### config.mk
export PLATFORM = sky130hd
export DESIGN_NAME = qpsc_top
export DESIGN_NICKNAME = d
export VERILOG_FILES = /design/src/qpsc_pkg.sv /design/src/qpsc_sync.sv /design/src/qpsc_top.sv
export SDC_FILE = /design/constraint.sdc
export NUM_CORES = 1
export LEC_CHECK = 0
export BUFFER_PORTS_ARGS = -buffer_cell sky130_fd_sc_hd__buf_2
export CAP_MARGIN = 20
export CORE_AREA = 2 2 183 185
export DETAILED_ROUTE_END_ITERATION = 6
export DIE_AREA = 0 0 185 187
export SYNTH_ARGS = -nofsm -noshare
export SYNTH_HDL_FRONTEND = slang
export SYNTH_SLANG_ARGS = --single-unit
export TNS_END_PERCENT = 1
### constraint.sdc
create_clock -name clk_sys_in -period 8.3 [get_ports clk_sys_in]
set_input_delay 0.415 -clock clk_sys_in [delete_from_list [all_inputs] [get_ports clk_sys_in]]
set_output_delay 0.415 -clock clk_sys_in [all_outputs]
set_load 0.03 [all_outputs]
### src/qpsc_pkg.sv
// shared constants and types for the quad pot serial command unit
package qpsc_pkg;

  // clock and timing
  localparam int CLK_PERIOD_NS  = 10;
  localparam int T_STORE_MS     = 2;                   // longest store time
  localparam int T_STORE_NS     = T_STORE_MS * 1000000;
  localparam int STORE_CYCLES   = T_STORE_NS / CLK_PERIOD_NS;
  localparam int T_ACCESS_NS    = 1000;                // read/load busy time
  localparam int ACCESS_CYCLES  = (T_ACCESS_NS + CLK_PERIOD_NS - 1)
                                  / CLK_PERIOD_NS;

  // frame geometry
  localparam int FRAME_BITS     = 24;
  localparam int BITCNT_W       = 5;
  localparam logic [4:0] FRAME_LEN = 5'h18;
  localparam logic [4:0] BITCNT_MAX = 5'h1F;
  localparam int NUM_CHAN       = 4;
  localparam int NUM_SLOT       = 4;

  // command codes
  localparam logic [3:0] CMD_NOP      = 4'h0;
  localparam logic [3:0] CMD_WAKE     = 4'h1;
  localparam logic [3:0] CMD_PROGRAM  = 4'h2;
  localparam logic [3:0] CMD_SAVE     = 4'h3;
  localparam logic [3:0] CMD_WRITE    = 4'h4;
  localparam logic [3:0] CMD_UP       = 4'h7;
  localparam logic [3:0] CMD_SLEEP    = 4'h8;
  localparam logic [3:0] CMD_SWRESET  = 4'h9;
  localparam logic [3:0] CMD_RD_SLOT  = 4'hA;
  localparam logic [3:0] CMD_LOAD     = 4'hB;
  localparam logic [3:0] CMD_RD_WIPER = 4'hC;
  localparam logic [3:0] CMD_ERASE    = 4'hD;
  localparam logic [3:0] CMD_DOWN     = 4'hF;

  // wiper limits
  localparam logic [7:0] POS_TOP      = 8'hFF;
  localparam logic [7:0] POS_BOTTOM   = 8'h00;

  // one 9-bit slot word or channel setting
  typedef struct packed {
    logic       buffer_mode_bit;
    logic [7:0] pos;
  } qpsc_chan_s;

  // reset and erase values
  localparam qpsc_chan_s SLOT_INIT    = 9'h080;
  localparam qpsc_chan_s SLOT_ERASED  = 9'h1FF;

  // command frame, msb first on the wire
  typedef struct packed {
    logic [3:0] command_code;
    logic [1:0] slot_select_bits;
    logic [1:0] channel_select_bits;
    logic [6:0] dont_care;
    logic       buffer_mode_bit;
    logic [7:0] pos;
  } qpsc_frame_s;

  // power and pacing states
  typedef enum logic [1:0] {
    ST_SLEEP,
    ST_AWAKE,
    ST_BUSY
  } qpsc_state_e;

endpackage : qpsc_pkg

### src/qpsc_sync.sv
// three-stage pin synchroniser with agreement filter
`timescale 1ns/1ns
module qpsc_sync #(
  parameter logic RST_VAL = 1'b0
) (
  input  wire logic clk_sys_in,   // system clock
  input  wire logic reset_in,     // async reset, active high
  input  wire logic pin_in,       // asynchronous pin level
  output logic      level_out     // filtered level
);

  logic s1;
  logic s2;
  logic s3;

  // first stage feeds only the second
  always_ff @(posedge clk_sys_in or posedge reset_in) begin
    if (reset_in) begin
      s1 <= RST_VAL;
      s2 <= RST_VAL;
      s3 <= RST_VAL;
    end else begin
      s1 <= pin_in;
      s2 <= s1;
      s3 <= s2;
    end
  end

  // a change counts only when stages two and three agree
  always_ff @(posedge clk_sys_in or posedge reset_in) begin
    if (reset_in) begin
      level_out <= RST_VAL;
    end else if (s2 == s3) begin
      level_out <= s3;
    end
  end

endmodule // qpsc_sync

### src/qpsc_top.sv
// command interpreter of the quad digital pot serial link
//
// Summary of operation
// - sleep after power-up, software reset, sleep command
// - asleep: wipers kept, only wake obeyed
// - nibble 0001 wakes, 1000 sleeps
// - nibble 1001 recalls slot zero into wipers, then sleeps
// - power commands act on all channels
// - write loads eight data bits into wiper
// - step up adds one to selected wiper
// - step down subtracts one from selected wiper
// - buffer mode changes only on slot load
// - load copies addressed slot into channel
// - slot holds wiper position plus mode bit
// - erase sets addressed nine-bit slot to all ones
// - program stores mode bit and wiper byte
// - save stores channel setting into slot
// - 1010 reads slot, 1100 reads wiper
// - read data leaves on falling clock edges
// - read data appears during next frame only
// - follow-up frame carries mode then wiper byte
// - store finishes within two milliseconds
// - frame is 24 bits, msb first
// - low address picks channel, high picks slot
// - busy low after read, program, load, save
// - sample on rising clock, act at deselect
`timescale 1ns/1ns
module qpsc_top
  import qpsc_pkg::*;
#(
  parameter int STORE_CYCLES_P  = qpsc_pkg::STORE_CYCLES,
  parameter int ACCESS_CYCLES_P = qpsc_pkg::ACCESS_CYCLES
) (
  input  wire logic  clk_sys_in,                    // system clock
  input  wire logic  reset_in,                      // async reset
  input  wire logic  spi_clk_in,                    // link clock pin
  input  wire logic  spi_cs_n_in,                   // chip select pin
  input  wire logic  spi_sdi_in,                    // serial data in
  output logic       spi_sdo_out,                   // serial data out
  output logic       spi_sdo_oe_out,                // sdo drive enable
  output logic       ready_out,                     // high when ready
  output logic       asleep_out,                    // sleep state
  output qpsc_pkg::qpsc_chan_s wiper_out [NUM_CHAN] // channel settings
);

  import qpsc_pkg::*;

  localparam int CNT_W = $clog2(STORE_CYCLES_P + 1);

  // refuse counts the timer cannot serve
  if (STORE_CYCLES_P < 1 || ACCESS_CYCLES_P < 1 ||
      ACCESS_CYCLES_P > STORE_CYCLES_P) begin : g_bad_param
    $error("qpsc_top: cycle counts out of range");
  end

  // synchronised pins
  logic sclk_f;
  logic cs_n_f;
  logic sdi_f;
  logic sclk_d;
  logic cs_n_d;

  // frame capture
  logic [FRAME_BITS-1:0] shift_in;
  logic [BITCNT_W-1:0]   bit_cnt;
  logic                  exec;
  qpsc_frame_s           frame;

  // read-back path
  qpsc_chan_s            rd_word;
  logic                  rd_pending;
  logic [FRAME_BITS-1:0] shift_out;

  // state and pacing
  qpsc_state_e           state;
  logic [CNT_W-1:0]      busy_cnt;
  logic                  awake_exec;
  logic                  soft_reset;

  // settings storage
  qpsc_chan_s            wiper_position_reg [NUM_CHAN];
  qpsc_chan_s            saved_position_slot [NUM_CHAN][NUM_SLOT];

  // edge strobes
  logic sclk_rise;
  logic sclk_fall;
  logic cs_fall;
  logic cs_rise;

  // pins pass the four-flop filter before any use
  qpsc_sync #(.RST_VAL(1'b0)) u_sync_clk (
    .clk_sys_in (clk_sys_in),
    .reset_in   (reset_in),
    .pin_in     (spi_clk_in),
    .level_out  (sclk_f)
  );

  qpsc_sync #(.RST_VAL(1'b1)) u_sync_cs (
    .clk_sys_in (clk_sys_in),
    .reset_in   (reset_in),
    .pin_in     (spi_cs_n_in),
    .level_out  (cs_n_f)
  );

  qpsc_sync #(.RST_VAL(1'b0)) u_sync_sdi (
    .clk_sys_in (clk_sys_in),
    .reset_in   (reset_in),
    .pin_in     (spi_sdi_in),
    .level_out  (sdi_f)
  );

  // delayed copies for edge detection
  always_ff @(posedge clk_sys_in or posedge reset_in) begin
    if (reset_in) begin
      sclk_d <= 1'b0;
      cs_n_d <= 1'b1;
    end else begin
      sclk_d <= sclk_f;
      cs_n_d <= cs_n_f;
    end
  end

  // link edges, clock edges only count inside a frame
  assign sclk_rise = sclk_f & ~sclk_d & ~cs_n_f;
  assign sclk_fall = ~sclk_f & sclk_d & ~cs_n_f;
  assign cs_fall   = ~cs_n_f & cs_n_d;
  assign cs_rise   = cs_n_f & ~cs_n_d;

  // shift in msb first on rising clock edges
  always_ff @(posedge clk_sys_in or posedge reset_in) begin
    if (reset_in) begin
      shift_in <= '0;
      bit_cnt  <= '0;
    end else if (cs_fall) begin
      bit_cnt  <= '0;
    end else if (sclk_rise) begin
      shift_in <= {shift_in[FRAME_BITS-2:0], sdi_f};
      if (bit_cnt != BITCNT_MAX) begin
        bit_cnt <= BITCNT_W'(bit_cnt + 1'b1);
      end
    end
  end

  // a frame acts at deselect, and only if exactly 24 bits came in
  assign exec  = cs_rise && (bit_cnt == FRAME_LEN);
  assign frame = qpsc_frame_s'(shift_in);

  // commands other than wake run only while awake and not busy
  assign awake_exec = exec && (state == ST_AWAKE);
  assign soft_reset = awake_exec && (frame.command_code == CMD_SWRESET);

  // power and busy state machine, one for the whole chip
  always_ff @(posedge clk_sys_in or posedge reset_in) begin
    if (reset_in) begin
      state     <= ST_SLEEP;
      busy_cnt  <= '0;
      ready_out <= 1'b1;
    end else begin
      case (state)
        ST_SLEEP: begin
          if (exec && frame.command_code == CMD_WAKE) begin
            state <= ST_AWAKE;
          end
        end
        ST_AWAKE: begin
          if (awake_exec) begin
            case (frame.command_code)
              CMD_SLEEP, CMD_SWRESET: begin
                state <= ST_SLEEP;
              end
              CMD_PROGRAM, CMD_SAVE: begin
                state     <= ST_BUSY;
                busy_cnt  <= CNT_W'(STORE_CYCLES_P);
                ready_out <= 1'b0;
              end
              CMD_RD_SLOT, CMD_RD_WIPER, CMD_LOAD: begin
                state     <= ST_BUSY;
                busy_cnt  <= CNT_W'(ACCESS_CYCLES_P);
                ready_out <= 1'b0;
              end
              default: begin
                state <= ST_AWAKE;
              end
            endcase
          end
        end
        ST_BUSY: begin
          // frames during busy are dropped; the host must wait
          if (busy_cnt <= CNT_W'(1)) begin
            state     <= ST_AWAKE;
            busy_cnt  <= '0;
            ready_out <= 1'b1;
          end else begin
            busy_cnt <= CNT_W'(busy_cnt - 1'b1);
          end
        end
        default: begin
          state <= ST_SLEEP;
        end
      endcase
    end
  end

  // sleep flag for the analog side
  always_ff @(posedge clk_sys_in or posedge reset_in) begin
    if (reset_in) begin
      asleep_out <= 1'b1;
    end else begin
      asleep_out <= (state == ST_SLEEP) ? ~(exec &&
                     frame.command_code == CMD_WAKE) :
                    (awake_exec && (frame.command_code == CMD_SLEEP ||
                     frame.command_code == CMD_SWRESET));
    end
  end

  // per-channel wiper and slot logic
  for (genvar ch = 0; ch < NUM_CHAN; ch++) begin : g_chan
    logic hit;

    // low address bits choose the channel
    assign hit = awake_exec &&
                 (frame.channel_select_bits == 2'(ch));

    // wiper register; mode moves only on a slot load
    always_ff @(posedge clk_sys_in or posedge reset_in) begin
      if (reset_in) begin
        wiper_position_reg[ch] <= SLOT_INIT;
      end else if (soft_reset) begin
        // power-up condition recalls slot zero on every channel
        wiper_position_reg[ch] <= saved_position_slot[ch][0];
      end else if (hit) begin
        case (frame.command_code)
          CMD_WRITE: begin
            wiper_position_reg[ch].pos <= frame.pos;
          end
          CMD_UP: begin
            if (wiper_position_reg[ch].pos != POS_TOP) begin
              wiper_position_reg[ch].pos <=
                8'(wiper_position_reg[ch].pos + 1'b1);
            end
          end
          CMD_DOWN: begin
            if (wiper_position_reg[ch].pos != POS_BOTTOM) begin
              wiper_position_reg[ch].pos <=
                8'(wiper_position_reg[ch].pos - 1'b1);
            end
          end
          CMD_LOAD: begin
            wiper_position_reg[ch] <=
              saved_position_slot[ch][frame.slot_select_bits];
          end
          default: begin
            wiper_position_reg[ch] <= wiper_position_reg[ch];
          end
        endcase
      end
    end

    // slots behave like flash: erase sets all ones, writes only clear
    for (genvar sl = 0; sl < NUM_SLOT; sl++) begin : g_slot
      logic slot_hit;

      assign slot_hit = hit &&
                        (frame.slot_select_bits == 2'(sl));

      always_ff @(posedge clk_sys_in or posedge reset_in) begin
        if (reset_in) begin
          saved_position_slot[ch][sl] <= SLOT_INIT;
        end else if (slot_hit) begin
          case (frame.command_code)
            CMD_ERASE: begin
              saved_position_slot[ch][sl] <= SLOT_ERASED;
            end
            CMD_PROGRAM: begin
              // unerased bits stay low, so skipping erase corrupts
              saved_position_slot[ch][sl] <=
                saved_position_slot[ch][sl] &
                {frame.buffer_mode_bit, frame.pos};
            end
            CMD_SAVE: begin
              saved_position_slot[ch][sl] <=
                saved_position_slot[ch][sl] &
                wiper_position_reg[ch];
            end
            default: begin
              saved_position_slot[ch][sl] <= saved_position_slot[ch][sl];
            end
          endcase
        end
      end
    end

    // settings to the analog ladder straight from the registers
    assign wiper_out[ch] = wiper_position_reg[ch];
  end

  // read commands latch the selected word for the next frame
  always_ff @(posedge clk_sys_in or posedge reset_in) begin
    if (reset_in) begin
      rd_word    <= '0;
      rd_pending <= 1'b0;
    end else if (awake_exec &&
                 frame.command_code == CMD_RD_SLOT) begin
      rd_word    <= saved_position_slot[frame.channel_select_bits]
                                       [frame.slot_select_bits];
      rd_pending <= 1'b1;
    end else if (awake_exec &&
                 frame.command_code == CMD_RD_WIPER) begin
      rd_word    <= wiper_position_reg[frame.channel_select_bits];
      rd_pending <= 1'b1;
    end else if (cs_fall) begin
      // offered once; the frame that starts now consumes it
      rd_pending <= 1'b0;
    end else if (soft_reset) begin
      rd_pending <= 1'b0;
    end
  end

  // serial output: load at select, shift on falling clock edges
  always_ff @(posedge clk_sys_in or posedge reset_in) begin
    if (reset_in) begin
      shift_out      <= '0;
      spi_sdo_out    <= 1'b0;
      spi_sdo_oe_out <= 1'b0;
    end else if (cs_fall) begin
      spi_sdo_oe_out <= 1'b1;
      if (rd_pending) begin
        shift_out   <= {15'h0000, rd_word} << 1;
        spi_sdo_out <= 1'b0;
      end else begin
        shift_out   <= '0;
        spi_sdo_out <= 1'b0;
      end
    end else if (sclk_fall) begin
      spi_sdo_out <= shift_out[FRAME_BITS-1];
      shift_out   <= {shift_out[FRAME_BITS-2:0], 1'b0};
    end else if (cs_n_f) begin
      spi_sdo_oe_out <= 1'b0;
      spi_sdo_out    <= 1'b0;
    end
  end

endmodule // qpsc_top

==> flow_results.org <==
** Run status
- The flow ran to the end, and the final reports show no timing, DRC or antenna violations.

** Routing
- Dividing the detail-routed via count by the number of cells gives approximately 6.
- The routed design has approximately 46 mm of wire.
- Detailed-routing iteration count for the pre-antenna-repair pass :: 5
- The detailed router finished its first iteration with 1076 violations.
- Post-detailed-route wirelength per cell :: between 20 and 25 um
- Across all layers, the routed design uses between 10000 and 15000 vias.
- Post-DRT Antenna Nets :: 0
- DRC errors left :: 0

** Timing
- Worst clock skew on the final layout :: 31.56 ps
- Share of the cycle needed by the critical path after routing :: between 40 and 50%
- Counting I/O delays and the setup requirement, the final critical path takes between 3000 and 4000 ps.
- Setup violations remaining at the end of the flow were counted as 0.
- Fmax :: 0.2868 GHz
- Setup repair after global routing left no endpoint under its margin.
- Fin. Hold Viols :: 0
- In this run the tightest slew margin relative to its limit is between 20% and 30%.
- Summed over all failing endpoints, the final setup total negative slack is 0 ps.
- Slew at the pin closest to its max-slew limit :: about 1200 ps
- The max-slew violation count came to 0.

** Worst hold path
- The worst hold path begins at u_sync_sdi.s1.
- The path with the worst hold slack has its endpoint at u_sync_sdi.s2.
- The worst hold path passes through 0 cells.
- Class of the tightest hold or removal check :: register to register

** Global route
- Largest net degree at the start of global routing :: roughly 180
- Initial antenna violation count :: 0
- The total overflow left after global routing is 0.
- Global routing usage summed across all routing layers :: approximately 27%
- The first global-routing pass estimated between 70 and 80 mm of wire.
- The via count of the first global-routing pass came to about 12000.

** Floorplan
- Once the floorplan was initialized, standard cells occupied about 44% of the core.
- Pin placement for this block handled between 40 and 50 I/O pins.
- After floorplanning, the core was divided into 67 placement rows.
- Die Width :: between 150 and 200 um
- The floorplan step defined a core boundary enclosing around 33000 um^2.
- Area of the die :: ~35000 um^2
- DIE HEIGHT :: 187 um

** Power
- For this design the static power due to leakage is ~7.8 nW.
- Maximum ir drop on the vdd rail :: approximately 0.00016 V
- For this design the ratio of total power to cell area is roughly 200 nW/um^2.

** Worst setup path
- Worst reg2reg path startpoint :: frame[20]
- Number of cells on the worst reg-to-reg path :: 10
- Type of destination of the critical path :: register
- R2r endpoint :: wiper_out[33]
- Data required, critical path :: 8730 ps
- Across all register-to-register paths, the minimum setup slack is 4810 ps.
- In this run the worst path has a maximum fanout of 63.
- STA classifies the critical path startpoint as a register.
- WS Path Type :: register to register
- Arr. time, crit path :: ~4000 ps

** Clocking
- Clock tree root driver cell :: sky130_fd_sc_hd__clkbuf_16
- In this run, CTS created clock tree buffers numbering 31.
- Number of buffers on the longest clock path :: 3
- Clock latency on the worst-skew pair, taken at its later pin, is ~580 ps.
- The clock net in this run drives a total of 280 sinks.
- Maximum level of the CTS H-tree :: 1
- Clock-pin slew was measured on the worst setup and hold paths at about 70 ps.
- CTS tree :: done
- Post-CTS setup buffers :: 0
- Gates resized during post-CTS repair numbered 0.

** Layout
- N_diodes :: 0
- Layout Nets :: about 1500
- In the final layout, the share of cells above drive strength 1 is ~16%.
- Post-layout utilization of the core :: approximately half
- From synthesis to final layout, the design area changed by 11.87%.
- Fillers :: around 3100

** Yosys
- Summed over all instances, the cell type with the most area after synthesis is sky130_fd_sc_hd__dfrtp_1.
- After synthesis, flip-flops and latches occupy between 40% and 50% of the total area.
- Count of cell types in the netlist :: 77
- Synthesized cell area :: 14520 um^2
- In the synthesized netlist the async set-or-reset flop fraction comes to 100.0%.
- Top-count cell post-synth :: sky130_fd_sc_hd__nand2_1
- Number of nets produced by synthesis :: between 1500 and 2000
- Averaged over all synthesized cells, the footprint is around 9.7 um^2.
- Counting flops and latches in the post-synthesis netlist gives 280.
- Counting flops with a built-in enable in the synthesized netlist gives 0.
- Primary flip-flop cell chosen by synthesis mapping :: sky130_fd_sc_hd__dfrtp_1
- Top area cells in the synthesized netlist :: sky130_fd_sc_hd__dfrtp_1, sky130_fd_sc_hd__nand2_1, sky130_fd_sc_hd__mux4_2
- Yosys top cell area share :: between 40 and 50%
- Synthesis Warnings :: 0
- Instance count of the mapped netlist :: roughly 1500
- Ranking of synthesized cells by instance count :: sky130_fd_sc_hd__nand2_1, sky130_fd_sc_hd__dfrtp_1, sky130_fd_sc_hd__o21ai_0

** Place
- The count of buffers added on input and output ports is 44.
- Placer congestion estimate :: about 0.96
- Detailed placer's ending HPWL :: just over 30 mm

** Job
- Max_cap viols :: 0
[per-stage QoR]
step	hold slack, ps	power (W)	instance area (um^2)	worst slack, ps	cells
finish	351.9	0.003167	16240	4813	1973
global route	364.5	0.003266	16240	4603	1973
CTS	359.6	0.003190	16220	4548	1971
detailed placement	345.1	0.001698	15090	4578	1910
global placement	340.4	0.001696	15080	4789	1909
floorplan	331.2	0.001579	14520	207.5	1497
[logic make-up (layout without fill, tap and decap cells)]
family | Yosys count | in the layout | synth area share (%)
simple gates | 577 | 577 | 18.33
compound gates | 373 | 373 | 15.20
flops | 280 | 280 | 48.50
buf+inv | 123 | 151 | 3.362
mux | 97 | 97 | 11.40
xor+xnor | 31 | 31 | 1.870
fa+ha+maj | 16 | 16 | 1.327
[cells in the final DEF (no fill, tap or decap), types with 7 or more instances in the layout]
| cell | instances |
|---|---|
| sky130_fd_sc_hd__nor3_1 | 21 |
| sky130_fd_sc_hd__and2_1 | 7 |
| sky130_fd_sc_hd__clkbuf_16 | 31 |
| sky130_fd_sc_hd__xnor2_1 | 20 |
| sky130_fd_sc_hd__o211ai_1 | 19 |
| sky130_fd_sc_hd__xor2_1 | 11 |
| sky130_fd_sc_hd__nor3b_1 | 7 |
| sky130_fd_sc_hd__a22oi_1 | 17 |
| sky130_fd_sc_hd__nand2_1 | 349 |
| sky130_fd_sc_hd__nor4_1 | 15 |
| sky130_fd_sc_hd__buf_4 | 17 |
| sky130_fd_sc_hd__dfrtp_1 | 250 |
| sky130_fd_sc_hd__mux2i_1 | 18 |
| sky130_fd_sc_hd__or3_1 | 11 |
| sky130_fd_sc_hd__and3_1 | 9 |
| sky130_fd_sc_hd__nand4_1 | 11 |
| sky130_fd_sc_hd__inv_1 | 24 |
| sky130_fd_sc_hd__mux4_2 | 52 |
| sky130_fd_sc_hd__a21oi_1 | 58 |
| sky130_fd_sc_hd__clkbuf_8 | 7 |
| sky130_fd_sc_hd__ha_1 | 13 |
| sky130_fd_sc_hd__mux2_2 | 27 |
| sky130_fd_sc_hd__dfstp_2 | 27 |
| sky130_fd_sc_hd__o21ai_0 | 218 |
| sky130_fd_sc_hd__a221oi_1 | 7 |
| sky130_fd_sc_hd__nand2b_1 | 13 |
| sky130_fd_sc_hd__buf_2 | 45 |
| sky130_fd_sc_hd__nor2_1 | 47 |
| sky130_fd_sc_hd__nand3_1 | 41 |
[state kept, by name, summed over array words and instances, names as in the netlist, 2 cells and up]
name,count
state,2
bit_cnt,5
frame,24
rd_word,9
wiper_out,36
busy_cnt,18
shift_out,23
saved_position_slot,144
[area by class of cell]
type / instances / area, um^2 / share of cell area [%]
Inverter: 25 / 101.3 / 0.6241
Clock buffer: 44 / 894.6 / 5.509
Sequential cell: 280 / 7044 / 43.38
Multi-Input combinational cell: 1094 / 7010 / 43.17
Timing Repair Buffer: 69 / 427.9 / 2.635
Clock inverter: 13 / 200.2 / 1.233
Tap cell: 448 / 560.5 / 3.452
[repair_timing]
action	in CTS	in global routing
setup endpoints to repair	0	0
hold endpoints to repair	29	0
hold buffers	4	0
[how the worst max path moves through the flow]
| stage | endpoint | startpoint | slack (ps) | cells after the start |
|---|---|---|---|---|
| finish | wiper_out[33] | frame[20] | 4810 | 10 |
| global route | wiper_out[33] | frame[20] | 4600 | 10 |
| CTS | wiper_out[2] | frame[17] | 4550 | 6 |
| detailed placement | wiper_out[2] | frame[17] | 4580 | 6 |
| global placement | wiper_out[4] | frame[17] | 4790 | 6 |
| floorplan | bit_cnt[0] | reset_in | 210 | 1 |
[report_power, final]
part	leakage [nW]	internal (W)	switching (W)
clock	0.526	0.000901	0.000585
combinational	3.46	0.0000583	0.000206
sequential	3.78	0.00139	0.0000275
total	7.77	0.00235	0.000819
[per-layer routing]
metal | track usage [%] | routed length (um) | up-vias
li1 | - | - | 5386
met1 | 38.71 | 19860 | 6058
met2 | 41.21 | 20740 | 507
met3 | 3.271 | 3218 | 123
met4 | 12.36 | 2349 | 0
met5 | 0 | 0 | -
[critical path: stages, from the launching register on]
cell	delay [ps]
sky130_fd_sc_hd__dfrtp_2	340
sky130_fd_sc_hd__buf_4	600
sky130_fd_sc_hd__nand4_1	720
sky130_fd_sc_hd__xnor2_1	320
sky130_fd_sc_hd__ha_1	250
sky130_fd_sc_hd__nor3b_1	350
sky130_fd_sc_hd__a32oi_1	130
sky130_fd_sc_hd__xnor2_1	170
sky130_fd_sc_hd__o21ai_0	90
sky130_fd_sc_hd__a211oi_1	240
sky130_fd_sc_hd__o21ai_0	130
Power figures use the tool's default switching activity.
